### config.mk
export PLATFORM = sky130hd
export DESIGN_NAME = hcl_loader
export DESIGN_NICKNAME = d
export VERILOG_FILES = /design/src/design/hcl_pkg.sv /design/src/design/hcl_fifo.sv /design/src/design/hcl_loader.sv
export VERILOG_INCLUDE_DIRS = /design/src /design/src/design
export SDC_FILE = /design/constraint.sdc
export NUM_CORES = 1
export LEC_CHECK = 0
export BUFFER_PORTS_ARGS = -buffer_cell sky130_fd_sc_hd__buf_2
export CORE_MARGIN = 5
export CORE_UTILIZATION = 35
export CTS_CLUSTER_SIZE = 25
export DETAILED_ROUTE_END_ITERATION = 12
export GPL_TIMING_DRIVEN = 0
export PLACE_DENSITY = 0.58
export SKIP_CTS_REPAIR_TIMING = 1
export SLEW_MARGIN = 20
export SYNTH_ARGS = -nofsm -noshare
export SYNTH_HDL_FRONTEND = slang
export SYNTH_SLANG_ARGS = --single-unit
export TNS_END_PERCENT = 20
### constraint.sdc
create_clock -name mclk -period 3.2 [get_ports mclk]
set_input_delay 0.48 -clock mclk [delete_from_list [all_inputs] [get_ports mclk]]
set_output_delay 0.48 -clock mclk [all_outputs]
set_load 0.01 [all_outputs]
### src/design/hcl_regs.svh
// Contract
// [RULE1] Configuration block comes first in the stream and is parsed first.
// [RULE2] Block is 23 bytes from memory, 19 bytes from host download.
// [RULE3] Host download skips four memory-only bytes; first byte is CD-ROM mask.
// [RULE4] Memory is present only when its first bytes are 55h then BBh.
// [RULE5] Memory bytes three and four give resource length, high byte first.
// [RULE6] Byte five bits 2..0 give CD-ROM select range; codes 000,001,011,111.
// [RULE7] Byte five defaults to zero, upper five bits reserved.
// [RULE8] Byte six is modem port length mask, default 03h.
// [RULE9] Byte seven holds polarity, key disable and volume bits, default 80h.
// [RULE10] Byte eight holds global option bits, default 00h.
// [RULE11] Source writes byte nine as 0Bh.
// [RULE12] Source writes reserved bytes ten to sixteen and eighteen at defaults.
// [RULE13] Byte seventeen 00 gives 4-byte decode, 08h 8-byte and pin becomes addr bit 2.
// [RULE14] Bytes 19 to 21 map interrupt pins A to F, low nibble first.
// [RULE15] Bytes 22 and 23 map DMA pins A to C, low nibble first.
// [RULE16] Source writes upper nibble of DMA C byte as zero.
// [RULE17] Mappings resolve interrupt and DMA selections made by software.
// [RULE18] Memory is read at power-up for configuration and following data; the loader reads only the configuration block.
// [RULE19] Bad validation keeps defaults and waits for a host download.
`ifndef HCL_REGS_SVH
`define HCL_REGS_SVH
`define HCL_LEN_MEM      8'h17
`define HCL_LEN_HOST     8'h13
`define HCL_SKIP_HOST    8'h04
`define HCL_VALID1       8'h55
`define HCL_VALID2       8'hBB
`define HCL_DEF_LEN      16'h00DD
`define HCL_DEF_ACD      8'h00
`define HCL_DEF_MODEM    8'h03
`define HCL_DEF_MISC     8'h80
`define HCL_DEF_GLOBAL   8'h00
`define HCL_DEF_PERIPH   8'h00
`define HCL_PERIPH_WIDE  8'h08
`define HCL_DEF_IRQ      24'hFCB975
`define HCL_DEF_DMA      12'h310
`define HCL_IDX_LENHI    8'h02
`define HCL_IDX_LENLO    8'h03
`define HCL_IDX_ACD      8'h04
`define HCL_IDX_MODEM    8'h05
`define HCL_IDX_MISC     8'h06
`define HCL_IDX_GLOBAL   8'h07
`define HCL_IDX_PERIPH   8'h10
`define HCL_IDX_IRQ_AB   8'h12
`define HCL_IDX_IRQ_CD   8'h13
`define HCL_IDX_IRQ_EF   8'h14
`define HCL_IDX_DMA_AB   8'h15
`define HCL_IDX_DMA_C    8'h16
`endif

### src/design/hcl_pkg.sv
package hcl_pkg;
	typedef logic [7:0] hcl_byte_t;
	typedef enum logic [1:0] {
		HCL_SRC_NONE,
		HCL_SRC_MEM,
		HCL_SRC_HOST
	} hcl_src_e;
	typedef enum {
		HCL_IDLE,
		HCL_MEM,
		HCL_HOST,
		HCL_DONE
	} hcl_state_e;
	typedef struct packed {
		logic [7:0]  altCdromLenMask;
		logic [7:0]  modemPortLenMask;
		logic [7:0]  miscCfg;
		logic [7:0]  globalCfg;
		logic [7:0]  periphLen;
		logic [23:0] irqMap;
		logic [11:0] dmaMap;
	} hcl_cfg_s;
endpackage

### src/design/hcl_fifo.sv
`timescale 1ns/1ns
`default_nettype none
module hcl_fifo #(
	parameter int WIDTH = 8,
	parameter int DEPTH = 8
) (
	input  wire logic             mclk,
	input  wire logic             rst,
	input  wire logic [WIDTH-1:0] inData,
	input  wire logic             inValid,
	output logic                  inReady,
	output logic      [WIDTH-1:0] outData,
	output logic                  outValid,
	input  wire logic             outReady
);
	localparam int AW = $clog2(DEPTH);
	logic [WIDTH-1:0] mem [DEPTH];
	logic [AW:0]      wrPtr;
	logic [AW:0]      rdPtr;
	logic [AW:0]      next_wrPtr;
	logic [AW:0]      next_rdPtr;
	logic             doWr;
	logic             doRd;

	// Full when pointers differ only in the wrap bit
	always_comb
	begin
		inReady    = (wrPtr ^ rdPtr) != {1'b1, {AW{1'b0}}};
		outValid   = wrPtr != rdPtr;
		outData    = mem[rdPtr[AW-1:0]];
		doWr       = inValid && inReady;
		doRd       = outValid && outReady;
		next_wrPtr = doWr ? wrPtr + 1'b1 : wrPtr;
		next_rdPtr = doRd ? rdPtr + 1'b1 : rdPtr;
	end

	// Storage has no reset; only pointers define contents
	always_ff @(posedge mclk)
	begin
		if (rst)
		begin
			wrPtr <= '0;
			rdPtr <= '0;
		end
		else
		begin
			wrPtr <= next_wrPtr;
			rdPtr <= next_rdPtr;
		end
		if (doWr)
			mem[wrPtr[AW-1:0]] <= inData;
	end
endmodule
`default_nettype wire

### src/design/hcl_loader.sv
`timescale 1ns/1ns
`default_nettype none
`include "hcl_regs.svh"
module hcl_loader #(
	parameter int FIFO_DEPTH = 8
) (
	input  wire logic              mclk,
	input  wire logic              rst,
	input  wire logic        [7:0] memData,
	input  wire logic              memValid,
	output logic                   memReady,
	input  wire logic        [7:0] hostData,
	input  wire logic              hostValid,
	output logic                   hostReady,
	input  wire logic              hostStart,
	input  wire logic        [2:0] irqPinSel,
	input  wire logic        [1:0] dmaPinSel,
	output var hcl_pkg::hcl_cfg_s  cfg,
	output logic            [15:0] resourceLen,
	output logic                   memPresent,
	output logic                   cfgDone,
	output logic                   acdReserved,
	output logic                   periphAddrBit2,
	output logic             [3:0] sysIrq,
	output logic             [3:0] sysDma
);
	hcl_pkg::hcl_state_e state;
	hcl_pkg::hcl_state_e next_state;
	hcl_pkg::hcl_src_e   src;
	hcl_pkg::hcl_src_e   next_src;
	hcl_pkg::hcl_cfg_s   next_cfg;
	logic [7:0]  idx;
	logic [7:0]  next_idx;
	logic [15:0] next_resourceLen;
	logic        next_memPresent;
	logic        next_cfgDone;
	logic [7:0]  fData;
	logic        fValid;
	logic        fReady;
	logic [7:0]  inMux;
	logic        inValidMux;
	logic        inReadyF;
	logic        fifoClr;
	logic        take;
	logic [7:0]  pos;
	logic [3:0]  next_sysIrq;
	logic [3:0]  next_sysDma;

	// Both sources share one FIFO; only the active one sees ready
	always_comb
	begin
		inMux      = (state == hcl_pkg::HCL_HOST) ? hostData : memData;
		inValidMux = (state == hcl_pkg::HCL_HOST) ? hostValid :
			(state == hcl_pkg::HCL_MEM) ? memValid : 1'b0;
		memReady   = (state == hcl_pkg::HCL_MEM) && inReadyF;
		hostReady  = (state == hcl_pkg::HCL_HOST) && inReadyF;
		// Bytes pushed past a rejected or finished stream must not leak into the next download
		fifoClr    = rst || (state == hcl_pkg::HCL_DONE); // see [RULE19]
	end

	hcl_fifo #(
		.WIDTH (8),
		.DEPTH (FIFO_DEPTH)
	) u_fifo (
		.mclk     (mclk),
		.rst      (fifoClr),
		.inData   (inMux),
		.inValid  (inValidMux),
		.inReady  (inReadyF),
		.outData  (fData),
		.outValid (fValid),
		.outReady (fReady)
	);

	// Parser drains one byte per cycle while loading
	always_comb
	begin
		fReady = (state == hcl_pkg::HCL_MEM) || (state == hcl_pkg::HCL_HOST);
		take   = fReady && fValid;
		// Host bytes start four positions in, so one index table serves both
		pos    = (src == hcl_pkg::HCL_SRC_HOST) ? idx + `HCL_SKIP_HOST : idx; // see [RULE3]
	end

	// Byte parser: configuration block is the first thing in the stream
	always_comb
	begin
		next_state       = state;
		next_src         = src;
		next_idx         = idx;
		next_cfg         = cfg;
		next_resourceLen = resourceLen;
		next_memPresent  = memPresent;
		next_cfgDone     = cfgDone;
		unique case (state)
			hcl_pkg::HCL_IDLE:
			begin
				// Power-up read of the memory begins right after reset
				next_state = hcl_pkg::HCL_MEM; // see [RULE18] see [RULE1]
				next_src   = hcl_pkg::HCL_SRC_MEM;
				next_idx   = '0;
			end
			hcl_pkg::HCL_MEM, hcl_pkg::HCL_HOST:
			begin
				if (take)
				begin
					next_idx = idx + 8'h01;
					if (state == hcl_pkg::HCL_MEM && idx == 8'h00 && fData != `HCL_VALID1)
						next_state = hcl_pkg::HCL_DONE; // see [RULE19]
					else if (state == hcl_pkg::HCL_MEM && idx == 8'h01 && fData != `HCL_VALID2)
						next_state = hcl_pkg::HCL_DONE; // see [RULE19]
					else if (state == hcl_pkg::HCL_MEM && idx == 8'h01)
						next_memPresent = 1'b1; // see [RULE4]
					unique case (pos)
						`HCL_IDX_LENHI:  next_resourceLen[15:8] = fData; // see [RULE5]
						`HCL_IDX_LENLO:  next_resourceLen[7:0]  = fData; // see [RULE5]
						`HCL_IDX_ACD:    next_cfg.altCdromLenMask = {5'h00, fData[2:0]}; // see [RULE6] see [RULE7]
						`HCL_IDX_MODEM:  next_cfg.modemPortLenMask = fData; // see [RULE8]
						`HCL_IDX_MISC:   next_cfg.miscCfg = fData; // see [RULE9]
						`HCL_IDX_GLOBAL: next_cfg.globalCfg = fData; // see [RULE10]
						`HCL_IDX_PERIPH: next_cfg.periphLen = fData; // see [RULE13]
						`HCL_IDX_IRQ_AB: next_cfg.irqMap[7:0] = fData; // see [RULE14]
						`HCL_IDX_IRQ_CD: next_cfg.irqMap[15:8] = fData; // see [RULE14]
						`HCL_IDX_IRQ_EF: next_cfg.irqMap[23:16] = fData; // see [RULE14]
						`HCL_IDX_DMA_AB: next_cfg.dmaMap[7:0] = fData; // see [RULE15]
						`HCL_IDX_DMA_C:  next_cfg.dmaMap[11:8] = fData[3:0]; // see [RULE15] see [RULE16]
						default:         next_idx = next_idx; // Reserved bytes are skipped
					endcase
					// Length depends on source: 23 from memory, 19 from host
					if ((state == hcl_pkg::HCL_MEM && idx == `HCL_LEN_MEM - 8'h01) ||
						(state == hcl_pkg::HCL_HOST && idx == `HCL_LEN_HOST - 8'h01))
					begin
						next_state   = hcl_pkg::HCL_DONE; // see [RULE2]
						next_cfgDone = 1'b1;
					end
				end
			end
			hcl_pkg::HCL_DONE:
			begin
				// A host download may replace the table at any later time
				if (hostStart)
				begin
					next_state   = hcl_pkg::HCL_HOST; // see [RULE19]
					next_src     = hcl_pkg::HCL_SRC_HOST;
					next_idx     = '0;
					next_cfgDone = 1'b0;
				end
			end
		endcase
	end

	// Pin-to-number lookup for software resource selections
	always_comb
	begin
		next_sysIrq = cfg.irqMap[{irqPinSel, 2'b00} +: 4]; // see [RULE17]
		next_sysDma = (dmaPinSel == 2'b11) ? 4'h0 : cfg.dmaMap[{dmaPinSel, 2'b00} +: 4]; // see [RULE17]
	end

	// Register stage; defaults stand until a byte overwrites them
	always_ff @(posedge mclk)
	begin
		if (rst)
		begin
			state       <= hcl_pkg::HCL_IDLE;
			src         <= hcl_pkg::HCL_SRC_NONE;
			idx         <= '0;
			resourceLen <= `HCL_DEF_LEN;
			memPresent  <= 1'b0;
			cfgDone     <= 1'b0;
			cfg.altCdromLenMask  <= `HCL_DEF_ACD; // see [RULE7]
			cfg.modemPortLenMask <= `HCL_DEF_MODEM; // see [RULE8]
			cfg.miscCfg          <= `HCL_DEF_MISC; // see [RULE9]
			cfg.globalCfg        <= `HCL_DEF_GLOBAL; // see [RULE10]
			cfg.periphLen        <= `HCL_DEF_PERIPH;
			cfg.irqMap           <= `HCL_DEF_IRQ;
			cfg.dmaMap           <= `HCL_DEF_DMA;
			acdReserved    <= 1'b0;
			periphAddrBit2 <= 1'b0;
			sysIrq         <= '0;
			sysDma         <= '0;
		end
		else
		begin
			state       <= next_state;
			src         <= next_src;
			idx         <= next_idx;
			resourceLen <= next_resourceLen;
			memPresent  <= next_memPresent;
			cfgDone     <= next_cfgDone;
			cfg         <= next_cfg;
			// Flag codes outside the four legal run lengths
			acdReserved    <= !(next_cfg.altCdromLenMask[2:0] inside {3'b000, 3'b001, 3'b011, 3'b111}); // see [RULE6]
			periphAddrBit2 <= next_cfg.periphLen == `HCL_PERIPH_WIDE; // see [RULE13]
			sysIrq         <= next_sysIrq;
			sysDma         <= next_sysDma;
		end
	end

	// Checks
	a_bad_valid_one: assert property (@(posedge mclk) disable iff (rst) // see [RULE4]
		state == hcl_pkg::HCL_MEM && take && idx == 8'h00 && fData != `HCL_VALID1
		|=> state == hcl_pkg::HCL_DONE && !memPresent && !cfgDone)
		else $error("first validation mismatch not rejected");
	a_valid_pair_ok: assert property (@(posedge mclk) disable iff (rst) // see [RULE4]
		state == hcl_pkg::HCL_MEM && take && idx == 8'h01 && fData == `HCL_VALID2 |=> memPresent)
		else $error("memory not marked present");
	a_len_hi_byte: assert property (@(posedge mclk) disable iff (rst) // see [RULE5]
		state == hcl_pkg::HCL_MEM && take && idx == `HCL_IDX_LENHI |=> resourceLen[15:8] == $past(fData))
		else $error("length high byte wrong");
	a_host_first_acd: assert property (@(posedge mclk) disable iff (rst) // see [RULE3]
		state == hcl_pkg::HCL_HOST && take && idx == 8'h00 |=> cfg.altCdromLenMask == {5'h00, $past(fData[2:0])})
		else $error("host first byte not CD-ROM mask");
	a_mem_done_len: assert property (@(posedge mclk) disable iff (rst) // see [RULE2]
		state == hcl_pkg::HCL_MEM && take && idx == 8'h16 |=> cfgDone)
		else $error("memory block not 23 bytes");
	a_host_done_len: assert property (@(posedge mclk) disable iff (rst) // see [RULE2]
		state == hcl_pkg::HCL_HOST && take && idx == 8'h12 |=> cfgDone && state == hcl_pkg::HCL_DONE)
		else $error("host block not 19 bytes");
	a_acd_upper_zero: assert property (@(posedge mclk) disable iff (rst) // see [RULE7]
		cfg.altCdromLenMask[7:3] == 5'h00)
		else $error("reserved CD-ROM bits set");
	a_periph_pin: assert property (@(posedge mclk) disable iff (rst) // see [RULE13]
		cfg.periphLen == `HCL_PERIPH_WIDE && $stable(cfg.periphLen) |-> periphAddrBit2)
		else $error("shared pin not switched");
	a_irq_lookup: assert property (@(posedge mclk) disable iff (rst) // see [RULE17]
		irqPinSel == 3'h0 |=> sysIrq == $past(cfg.irqMap[3:0]))
		else $error("irq map lookup wrong");
	a_dma_nibble: assert property (@(posedge mclk) disable iff (rst) // see [RULE15]
		state == hcl_pkg::HCL_HOST && take && idx == 8'h11 |=> cfg.dmaMap[3:0] == $past(fData[3:0]))
		else $error("dma A nibble wrong");
	c_mem_load: cover property (@(posedge mclk) disable iff (rst)
		state == hcl_pkg::HCL_MEM ##1 cfgDone && memPresent);
	c_mem_reject: cover property (@(posedge mclk) disable iff (rst)
		state == hcl_pkg::HCL_MEM ##1 state == hcl_pkg::HCL_DONE && !memPresent);
	c_host_load: cover property (@(posedge mclk) disable iff (rst)
		state == hcl_pkg::HCL_HOST ##1 cfgDone);
	c_fifo_full: cover property (@(posedge mclk) disable iff (rst) !inReadyF);
endmodule
`default_nettype wire

# After elaboration in Yosys (flattened, before gate mapping)
# Memories as Yosys holds them, arrays and structs flattened. A register that Yosys moved wholly into a read port is not among the register bits.
# Cells that the tools add are included.
# word_totals
mem_bits_rw	64
mem_count	1
in_bits	26
regBits	149
wordCells	140
# op_classes
shifts	2
n_bitwise	3
n_eq_ne	35
mux	35
n_reduce_logical	37
addsub	4
# mem_list
name	words	width	rd	rd_ports_with_merged_regs	wr	line_no	rtl
u_fifo.mem	8	8	1	1	1	hcl_fifo.sv:17	logic [WIDTH-1:0] mem [DEPTH];
# op_table
op	count
$mux W32	5
$mux W71	2
$eq A32 B2 Y1 const B	3
$mux W8	12
$pmux W32 S3	1
$eq A32 B3 Y1 const B	2
$eq A8 B5 Y1 const B	8
$reduce_and A3 Y1	11
$eq A32 B1 Y1 const B	1
$eq A8 B3 Y1 const B	4
$logic_not A32 Y1	1
$pmux W8 S3	1
$shiftx A24 B6 Y4	1
$eq A8 B2 Y1 const B	2
$shiftx A12 B5 Y4	1
$logic_and A1 B1 Y1	10
$mux W3	3
$add A4 B1 Y4 const B	2
$add A8 B1 Y8 const B	1
$add A8 B3 Y8 const B	1
$eq A8 B1 Y1 const B	1
$eq A8 B4 Y1 const B	1
$logic_not A8 Y1	1
$ne A4 B4 Y1 const B	2
other kinds (24)	39

# Depth between registers and ports, before layout
# Gate-level depths: netlist of run 1.
# depth
depth_word	9
depth_mapped	9
ltp_nobuf	8

# By module
# Synthesis of run 1 repeated with hierarchy kept, for this count alone.
# unflattened
cells_unflattened	709
area_unflattened_um2	8485.6
# by_module_without_submodules
mod	n_inst	cells_each	area_per_inst_um2
hcl_loader	1	531	5310.1
hcl_fifo	1	178	3175.5

# Worst setup path before layout of run 1
# OpenSTA, ideal clock, no wires.
# synth_path
path_kind	register to register
start	reg state[0]
end	mem u_fifo.mem[4][0], enable pin
stages_incl_launch_ff	8
t_required_ps	2817
path_slack_ps	686
synth_period_minus_slack_ps	2514
t_arrival_ps	2131
setup_time_ps	383
n_path_buf	1
cell_sequence	dfxtp_1 inv_1 ha_1 clkbuf_1 nand2_1 a21oi_1 nand2_1 nor3_1
# synth_between
elab_chain_len	6
# synth_lines
element	line_no	rtl
from (decl)	hcl_loader.sv:27	hcl_pkg::hcl_state_e state;
from (signal assigned)	hcl_loader.sv:163	state <= hcl_pkg::HCL_IDLE;
from (signal assigned)	hcl_loader.sv:183	state <= next_state;
$eq A32 B2 Y1	hcl_loader.sv:54	(state == hcl_pkg::HCL_MEM) ? memValid : 1'b0;
$mux W1	hcl_loader.sv:54	
$mux W1 (*)	hcl_loader.sv:53	inValidMux = (state == hcl_pkg::HCL_HOST) ? hostValid :
$logic_and A1 B1 Y1 (*)	hcl_fifo.sv:31	doWr = inValid && inReady;
$mux W1 (*)	hcl_fifo.sv:50	if (doWr)
$mux W1 (implied by the code) (*)	hcl_fifo.sv:51	mem[wrPtr[AW-1:0]] <= inData;
to (decl)	hcl_fifo.sv:17	
# Every way passes the cells marked *; elsewhere a longest branch is shown, timed or not.

# Worst setup path in the final report of run 1
# layout_path
start	reg state[0]
end	mem u_fifo.mem[2][5], enable pin
# Same word-level chain as after synthesis.

==> results.json, run 1 <==
{
  "crit_path_top_delay_cell": "nor2_1",
  "clk_latency_ns": 0.43,
  "grt_max_degree": 19,
  "postPlaceCellArea_mm2": 0.00885,
  "synth.yosys.seq_area_share_pct": 55.4,
  "grt_pass1_vias": 5494,
  "ioPinCount": 132,
  "finalNetCount": 880,
  "synth-main-ff-cell": "dfxtp_1",
  "area_delta_synth_final_pct": 20.2,
  "wire_per_inst_um": 17.7,
  "dieHeight_um": 160,
  "powerDensity_mw_per_mm2": 659,
  "netlist.area_leader.share_pct": 31.0,
  "rsz0062_at_grt": "true",
  "cp.required_ns": 3.25,
  "antenna_found_initial": 0,
  "port_buffers": 121,
  "wl_met2_um": 9360,
  "synthArstFlopShare_pct": 0,
  "cts-root-buf": "clkbuf_16",
  "synthCells": 695,
  "nFillCells": 2104,
  "power.combinational.fraction_pct": 22.7,
  "power.share.clock_pct": 34.9,
  "hold_violations": 0,
  "via_per_inst": 5.00,
  "cp-start-kind": "flop",
  "p_seq_share_pct": 42.3,
  "clk_path_buf_depth": 2,
  "post-route-drc-count": 0,
  "yosys.area.top_type": "dfxtp_1",
  "vdd_drop_max_v": 0.000403,
  "syn-mean-instance-area_um2": 11.3,
  "cp.arrival_ns": 3.18,
  "met3WireLength_um": 1250,
  "ys_types": 60,
  "routed_wirelength_um": 20000,
  "tightest_slew_ns": 0.999,
  "setup_tns_ns": 0,
  "setup.worst_path.end_class": "flop",
  "grt_pass1_wl_um": 31400,
  "synth_area_leaders": "dfxtp_1, edfxtp_1, mux2i_1, nor2_1, mux4_2",
  "layout-drive-gt1-share_pct": 24.8,
  "grt_overflow_total": 0,
  "period_minus_slack_ns": 3.13,
  "core-area_mm2": 0.0220,
  "synth_seq_cells": 186,
  "critPathMaxFanout": 10,
  "p_leak_nw": 3.90,
  "die_area_mm2": 0.0256,
  "firstDrtPassIters": 5,
  "fin_crit_sh_pct": 97.7,
  "hp-class": "in -> reg",
  "synth_commonest_cells": "dfxtp_1, nor2_1, edfxtp_1, mux2i_1, nor3_1",
  "antenna_left": 0,
  "p_switching_mw": 1.93,
  "die_w_um": 160,
  "clock.fmax_mhz": 320,
  "relSlewSlack_pct": 33.2,
  "drt-initial-drc-count": 293,
  "p_sw_share_pct": 31.0,
  "h-tree-depth": 4,
  "cts.sinks": 186,
  "cp.buffers_inverters": 2,
  "power.internal_mw": 4.30,
  "top_layer": "met4",
  "drv_slew": 0,
  "place.gp.congestion": 0.807,
  "cts_tree": "done",
  "multiInputGateArea_mm2": 0.00328,
  "netlist_area_mm2": 0.00787,
  "cpPeakStageDelay_ns": 0.81,
  "initial_core_util_pct": 35.8,
  "fp-row-count": 54,
  "ys_warn_count": 0,
  "crit_chain": "inv_1 > ha_1 > clkbuf_1 > nand2_1 > a21oi_1 > nand2b_1 > nor2_1",
  "synth_most_common_cell": "dfxtp_1",
  "status": "complete, no violations",
  "synth_edf_count": 64,
  "cts_buffers": 17,
  "diodes": 0,
  "finalSetupViolCount": 0,
  "dpl.hpwl_um": 14400,
  "clk_pin_slew_ns": 0.07,
  "via_count": 5663,
  "crit_family": "simple AND/OR/NAND/NOR gates",
  "wirelength_met1_um": 9170,
  "post-route-cell-area_mm2": 0.00946,
  "grt_usage_pct": 15.7,
  "maxCapViolations": 0,
  "path_class": "reg -> reg",
  "finClkSkew_ns": 0.0108,
  "seqCellArea_mm2": 0.00436
}
[stage by stage]
| stage | setup slack, ns | hold WS [ns] | power, mW | util, % | instances |
|---|---|---|---|---|---|
| final | 0.0729 | 0.325 | 6.23 | 43.1 | 1132 |
| after global routing | -0.216 | 0.318 | 6.52 | 43.1 | 1132 |
| after CTS | -0.105 | 0.300 | 6.30 | 43.1 | 1132 |
| after detailed placement | -0.0759 | 0.463 | 4.12 | 40.3 | 1100 |
| after global placement | -0.323 | 0.454 | 4.11 | 40.3 | 1100 |
| after floorplan | 0.686 | 0.474 | 3.69 | - | 699 |
[worst paths after layout]
| path | startpoint | to | slack (ns) | depth (start not counted) |
|---|---|---|---|---|
| setup / recovery | state[0]$_SDFFE_PP0P_ | u_fifo.mem[2][5]$_DFFE_PP_ | 0.07 | 7 |
| setup reg to reg | state[0]$_SDFFE_PP0P_ | u_fifo.mem[2][5]$_DFFE_PP_ | 0.07 | 7 |
| hold reg to reg | cfg[59]$_SDFFE_PP1P_ | cfg[59]$_SDFFE_PP1P_ | 0.48 | 2 |
| hold / removal | hostStart | src[1]$_SDFFE_PP0P_ | 0.33 | 3 |
[final cells by class]
cell class,instances,share of cell area [%]
sequential,186,46.1
timing repair buffer,121,6.40
clock buffer,17,4.50
multi-input combinational,457,34.7
inverter,13,0.516
clock inverter,15,1.86
buffer,43,2.23
tap,280,3.70
[placed cells by master, fill, tap and decap left out, drive strengths merged, types with 6 or more instances in the layout]
cell type and n:
mux4 20, xnor2 11, inv 24, o21ai 20
nand3 25, dfxtp 122, nor2 111, nor2b 7
mux2 18, ha 15, nand2 41, mux2i 61
nor3 46, a21oi 12, a211oi 11, xor2 6
buf 135, edfxtp 64, o211ai 6, clkbuf 46
[sequential cells by signal, summed over array words and instances, names as in the netlist, 2 cells and up, named ones only]
| register | cells |
|---|---|
| sysIrq | 4 |
| u_fifo.rdPtr | 4 |
| state | 2 |
| u_fifo.mem | 64 |
| src | 2 |
| resourceLen | 16 |
| cfg | 71 |
| idx | 8 |
| sysDma | 4 |
| u_fifo.wrPtr | 4 |
[worst reg2reg max path, cell delays in order, from the launching register on]
cell	delay, ns
dfxtp_1	0.34
inv_1	0.13
ha_1	0.22
clkbuf_1	0.49
nand2_1	0.10
a21oi_1	0.42
nand2b_1	0.22
nor2_1	0.81
[per-layer routing]
layer | global-route usage [%] | up-vias
li1 | - | 2774
met1 | 21.4 | 2729
met2 | 25.2 | 147
met3 | 4.28 | 13
met4 | 3.13 | 0
met5 | 0 | -
[power by group through the flow]
stage                     clock network, mW  registers, mW  logic (mW)
after floorplan                           0           2.68        1.01
after global placement                    0           2.69        1.42
after detailed placement                  0           2.69        1.43
after CTS                              2.22           2.64        1.44
after global routing                   2.32           2.65        1.54
final                                  2.18           2.64        1.42
[cells by family after synthesis]
kind of cell / after synthesis / share of synthesized area (%)
other: 1 / 0.0476
AND/OR/NAND/NOR: 256 / 14.7
multiplexers: 99 / 16.7
AO/OA/AOI/OAI: 65 / 5.52
flip-flops: 186 / 55.4
XOR/XNOR: 17 / 1.89
buffers and inverters: 56 / 3.31
adder cells (fa/ha/maj): 15 / 2.38
(Power assumes the default switching activity.)
==> run 2: changes to the inputs <==
--- a/config.mk
+++ b/config.mk
@@ -6,7 +6,8 @@
 export SDC_FILE = /design/constraint.sdc
 export NUM_CORES = 1
 export LEC_CHECK = 0
-export BUFFER_PORTS_ARGS = -buffer_cell sky130_fd_sc_hd__buf_2
+export ABC_CLOCK_PERIOD_IN_PS = 3200
+export BUFFER_PORTS_ARGS = -buffer_cell sky130_fd_sc_hd__buf_4
 export CORE_MARGIN = 5
 export CORE_UTILIZATION = 35
 export CTS_CLUSTER_SIZE = 25
==> run 2 against run 1 <==
Combinational power hardly changed. Worst setup slack improved by 0.068 ns. Total power is 1.7% lower. Via count is 0.11% lower. Critical path depth did not move. Non-clock buffer count is 1 higher. Flip-flop and latch count did not move. Largest power group unchanged. Final cell count hardly changed. Clock skew about the same. Critical endpoint is now u_fifo.mem[3][3]$_DFFE_PP_. Worst hold slack better by 0.0053 ns.
==> results.json, run 2 (same netlist as run 1, synthesis figures left out) <==
{
  "status": "complete, no violations",
  "area_delta_synth_final_pct": 24.0,
  "cts_buffers": 17,
  "maxCapViolations": 0,
  "setup.worst_path.end_class": "flop",
  "place.gp.congestion": 0.810,
  "clk_pin_slew_ns": 0.06,
  "via_count": 5657,
  "period_minus_slack_ns": 3.06,
  "via_per_inst": 4.99,
  "grt_pass1_wl_um": 32300,
  "dpl.hpwl_um": 14900,
  "wire_per_inst_um": 18.0,
  "setup_ws_ns": 0.141,
  "core-area_mm2": 0.0220,
  "cp-start-kind": "flop",
  "antenna_left": 0,
  "tightest_slew_ns": 0.982,
  "nFillCells": 2061,
  "powerDensity_mw_per_mm2": 627,
  "grt_overflow_total": 0,
  "die_area_mm2": 0.0256,
  "clk_latency_ns": 0.43,
  "rsz0062_at_grt": "true",
  "hold_violations": 0,
  "final_common_cell": "buf_4",
  "cts-root-buf": "clkbuf_16",
  "most-common-layout-cells": "buf_4, dfxtp_1, nor2_1",
  "h-tree-depth": 4,
  "finalSetupViolCount": 0,
  "diodes": 0,
  "path_class": "reg -> reg",
  "drv_slew": 0,
  "cp.required_ns": 3.25,
  "grt_pass1_vias": 5501,
  "pre_cts_ws_ns": -0.149,
  "cts.sinks": 186,
  "hp-class": "in -> reg",
  "critPathMaxFanout": 10,
  "p_leak_nw": 3.95,
  "firstDrtPassIters": 5,
  "grt_max_degree": 18,
  "finClkSkew_ns": 0.0105,
  "drt-initial-drc-count": 417,
  "clk_path_buf_depth": 2,
  "holdWs_ns": 0.330,
  "routed_wirelength_um": 20400,
  "post-route-drc-count": 0,
  "fin_crit_sh_pct": 95.6,
  "ioPinCount": 132,
  "layout-drive-gt1-share_pct": 25.3,
  "dieHeight_um": 160,
  "grt_usage_pct": 16.1,
  "postPlaceCellArea_mm2": 0.00916,
  "largest_reg_flops": 71,
  "clock.fmax_mhz": 327,
  "antenna_found_initial": 0,
  "setup_tns_ns": 0,
  "port_buffers": 121,
  "fp-row-count": 54,
  "cp.arrival_ns": 3.11,
  "post-route-cell-area_mm2": 0.00976,
  "power_mw": 6.12,
  "cts_tree": "done",
  "finalNetCount": 881,
  "relSlewSlack_pct": 34.3,
  "initial_core_util_pct": 35.8,
  "vdd_drop_max_v": 0.000343,
  "regMostFlops": "cfg",
  "die_w_um": 160
}
run 2: cell types whose count changed in the layout (fill, tap and decap cells not counted), sizes merged:
cell and delta:
inv -7, clkinv +5, clkbuf +3, buf +1
bufinv -1
run 2: layout make-up:
cell class,count,area [um2],share of cell area (%)
timing repair buffer,122,916,9.38
clock buffer,20,457,4.68
multi-input combinational,457,3300,33.8
tap,280,350,3.59
inverter,13,48.8,0.500
sequential,186,4360,44.7
clock inverter,12,115,1.18
buffer,43,211,2.17
run 2: metal layers:
layer | track usage [%] | vias up | routed length [um]
met5 | 0 | - | 0
met4 | 4.42 | 0 | 267
met1 | 21.9 | 2714 | 9300
li1 | - | 2770 | -
met3 | 3.89 | 18 | 1270
met2 | 25.8 | 155 | 9580
run 2: stage by stage:
| stage | util (%) | std cells |
|---|---|---|
| floorplan | - | 699 |
| global placement | 41.6 | 1100 |
| detailed placement | 41.7 | 1101 |
| CTS | 44.3 | 1133 |
| global route | 44.4 | 1133 |
| finish | 44.4 | 1133 |
run 2: worst max-delay path, cell delays in order (launching register included):
cell,delay (ns)
dfxtp_1,0.34
inv_1,0.13
ha_1,0.21
clkbuf_1,0.48
nand2_1,0.11
a21oi_1,0.43
nand2b_1,0.20
nor2_1,0.78
run 2: path summary, 6_finish.rpt:
check	cells past startpoint	startpoint	end	slack [ns]
max reg2reg	7	state[0]$_SDFFE_PP0P_	u_fifo.mem[3][3]$_DFFE_PP_	0.14
min reg2reg	2	cfg[61]$_SDFFE_PP1P_	cfg[61]$_SDFFE_PP1P_	0.48
min	3	hostStart	src[1]$_SDFFE_PP0P_	0.33
max	7	state[0]$_SDFFE_PP0P_	u_fifo.mem[3][3]$_DFFE_PP_	0.14
run 2: report_power, final:
part	switching (mW)	internal, mW	total (mW)
Combinational	0.902	0.544	1.45
Sequential	0.0556	2.58	2.64
Clock	0.914	1.12	2.04
==> run 3: changes to the inputs <==
--- a/config.mk
+++ b/config.mk
@@ -9,11 +9,12 @@
 export ABC_CLOCK_PERIOD_IN_PS = 3200
 export BUFFER_PORTS_ARGS = -buffer_cell sky130_fd_sc_hd__buf_4
 export CORE_MARGIN = 5
-export CORE_UTILIZATION = 35
+export CORE_UTILIZATION = 50
 export CTS_CLUSTER_SIZE = 25
 export DETAILED_ROUTE_END_ITERATION = 12
 export GPL_TIMING_DRIVEN = 0
-export PLACE_DENSITY = 0.58
+export PLACE_DENSITY = 0.76
+export RECOVER_POWER = 100
 export SKIP_CTS_REPAIR_TIMING = 1
 export SLEW_MARGIN = 20
 export SYNTH_ARGS = -nofsm -noshare
==> run 3 against run 2 <==
Critical path depth rose by 1. Non-clock buffer count is 1 lower. Clock power hardly changed. Final cell count decreased by 6.2%. Sequential power about the same. Worst setup slack improved by 0.0074 ns. Design area fell by 5.0%. Largest cell class unchanged. Clock-buffer cell count is 3 lower. Sequential share of layout area grew 2.3 points. Worst hold slack better by 0.00089 ns. First-iteration DRC count grew 16%.
==> results.json, run 3 (same netlist as run 1, synthesis figures left out) <==
{
  "grt_usage_pct": 22.0,
  "status": "complete, no violations",
  "cts_buffers": 17,
  "initial_core_util_pct": 51.4,
  "clock.fmax_mhz": 328,
  "fin_crit_sh_pct": 95.4,
  "cts_tree": "done",
  "finalNetCount": 880,
  "core-area_mm2": 0.0153,
  "diodes": 0,
  "cp.arrival_ns": 3.37,
  "post-route-drc-count": 0,
  "tightest_slew_ns": 0.842,
  "dpl.hpwl_um": 13800,
  "post-route-cell-area_mm2": 0.00927,
  "clk_path_buf_depth": 2,
  "dieHeight_um": 135,
  "finClkSkew_ns": 0.00721,
  "wire_per_inst_um": 18.4,
  "pre_cts_ws_ns": 0.0900,
  "setup.worst_path.end_class": "flop",
  "cts.sinks": 186,
  "setup_ws_ns": 0.148,
  "largest_reg_flops": 71,
  "finalSetupViolCount": 0,
  "cp-start-kind": "flop",
  "hp-class": "in -> reg",
  "critPathMaxFanout": 10,
  "antenna_found_initial": 0,
  "path_class": "reg -> reg",
  "postPlaceCellArea_mm2": 0.00907,
  "h-tree-depth": 4,
  "hold_violations": 0,
  "power_mw": 6.12,
  "via_count": 5846,
  "clk_latency_ns": 0.44,
  "most-common-layout-cells": "clkbuf_1, dfxtp_1, nor2_1",
  "maxCapViolations": 0,
  "clk_pin_slew_ns": 0.07,
  "powerDensity_mw_per_mm2": 660,
  "holdWs_ns": 0.331,
  "regMostFlops": "cfg",
  "p_leak_nw": 3.53,
  "via_per_inst": 5.50,
  "final_common_cell": "clkbuf_1",
  "routed_wirelength_um": 19600,
  "vdd_drop_max_v": 0.000414,
  "layout-drive-gt1-share_pct": 11.9,
  "grt_pass1_wl_um": 31300,
  "die_w_um": 135,
  "grt_overflow_total": 0,
  "grt_pass1_vias": 5788,
  "die_area_mm2": 0.0184,
  "drt-initial-drc-count": 485,
  "grt_max_degree": 18,
  "cts-root-buf": "clkbuf_16",
  "rsz0062_at_grt": "true",
  "relSlewSlack_pct": 43.2,
  "drv_slew": 0,
  "period_minus_slack_ns": 3.05,
  "fp-row-count": 45,
  "ioPinCount": 132,
  "firstDrtPassIters": 5,
  "area_delta_synth_final_pct": 17.8,
  "antenna_left": 0,
  "utilization_pct": 60.6,
  "cp.required_ns": 3.52,
  "port_buffers": 121,
  "place.gp.congestion": 0.890
}
[run 3: area by class of cell]
type,instances,area [um2]
flip-flops and latches,186,4360
repair buffers,121,529
inverters,13,48.8
plain buffers,43,210
multi-input cells,457,3290
clock inverters,15,138
well taps,211,264
fillers,1359,6040
clock buffers,17,425
[run 3: stage by stage]
stage,setup TNS [ns],instances
2_1_floorplan,0,699
3_3_place_gp,-1.30,1031
3_5_place_dp,0,1031
4_1_cts,0,1063
5_1_grt,-0.267,1063
6_report,0,1063
[run 3: critical path, cell delays in order, from the launching register on]
cell	delay (ns)
dfxtp_1	0.31
clkbuf_2	0.21
clkbuf_1	0.46
mux4_2	0.39
mux2_4	0.33
nor4_2	0.29
a311oi_1	0.14
a211oi_1	0.42
mux2_1	0.38
[run 3: worst paths after layout]
check                           to  cells after the start  slack [ns]            startpoint
min reg2reg   cfg[60]$_SDFFE_PP1P_                      2        0.48  cfg[60]$_SDFFE_PP1P_
max          state[1]$_SDFFE_PP0P_                      8        0.15                  flop
max reg2reg  state[1]$_SDFFE_PP0P_                      8        0.15                  flop
min            src[1]$_SDFFE_PP0P_                      3        0.33             hostStart
[run 3: power by group]
part | switching [mW] | internal, mW
registers | 0.0603 | 2.58
clock network | 0.944 | 1.09
logic | 0.925 | 0.521
[run 3: layer usage]
metal / GRT usage [%] / part of all wire, %
met5: 0 / 0
met4: 9.29 / 2.6
met3: 4.94 / 6.8
met2: 35.1 / 47
met1: 28.9 / 44
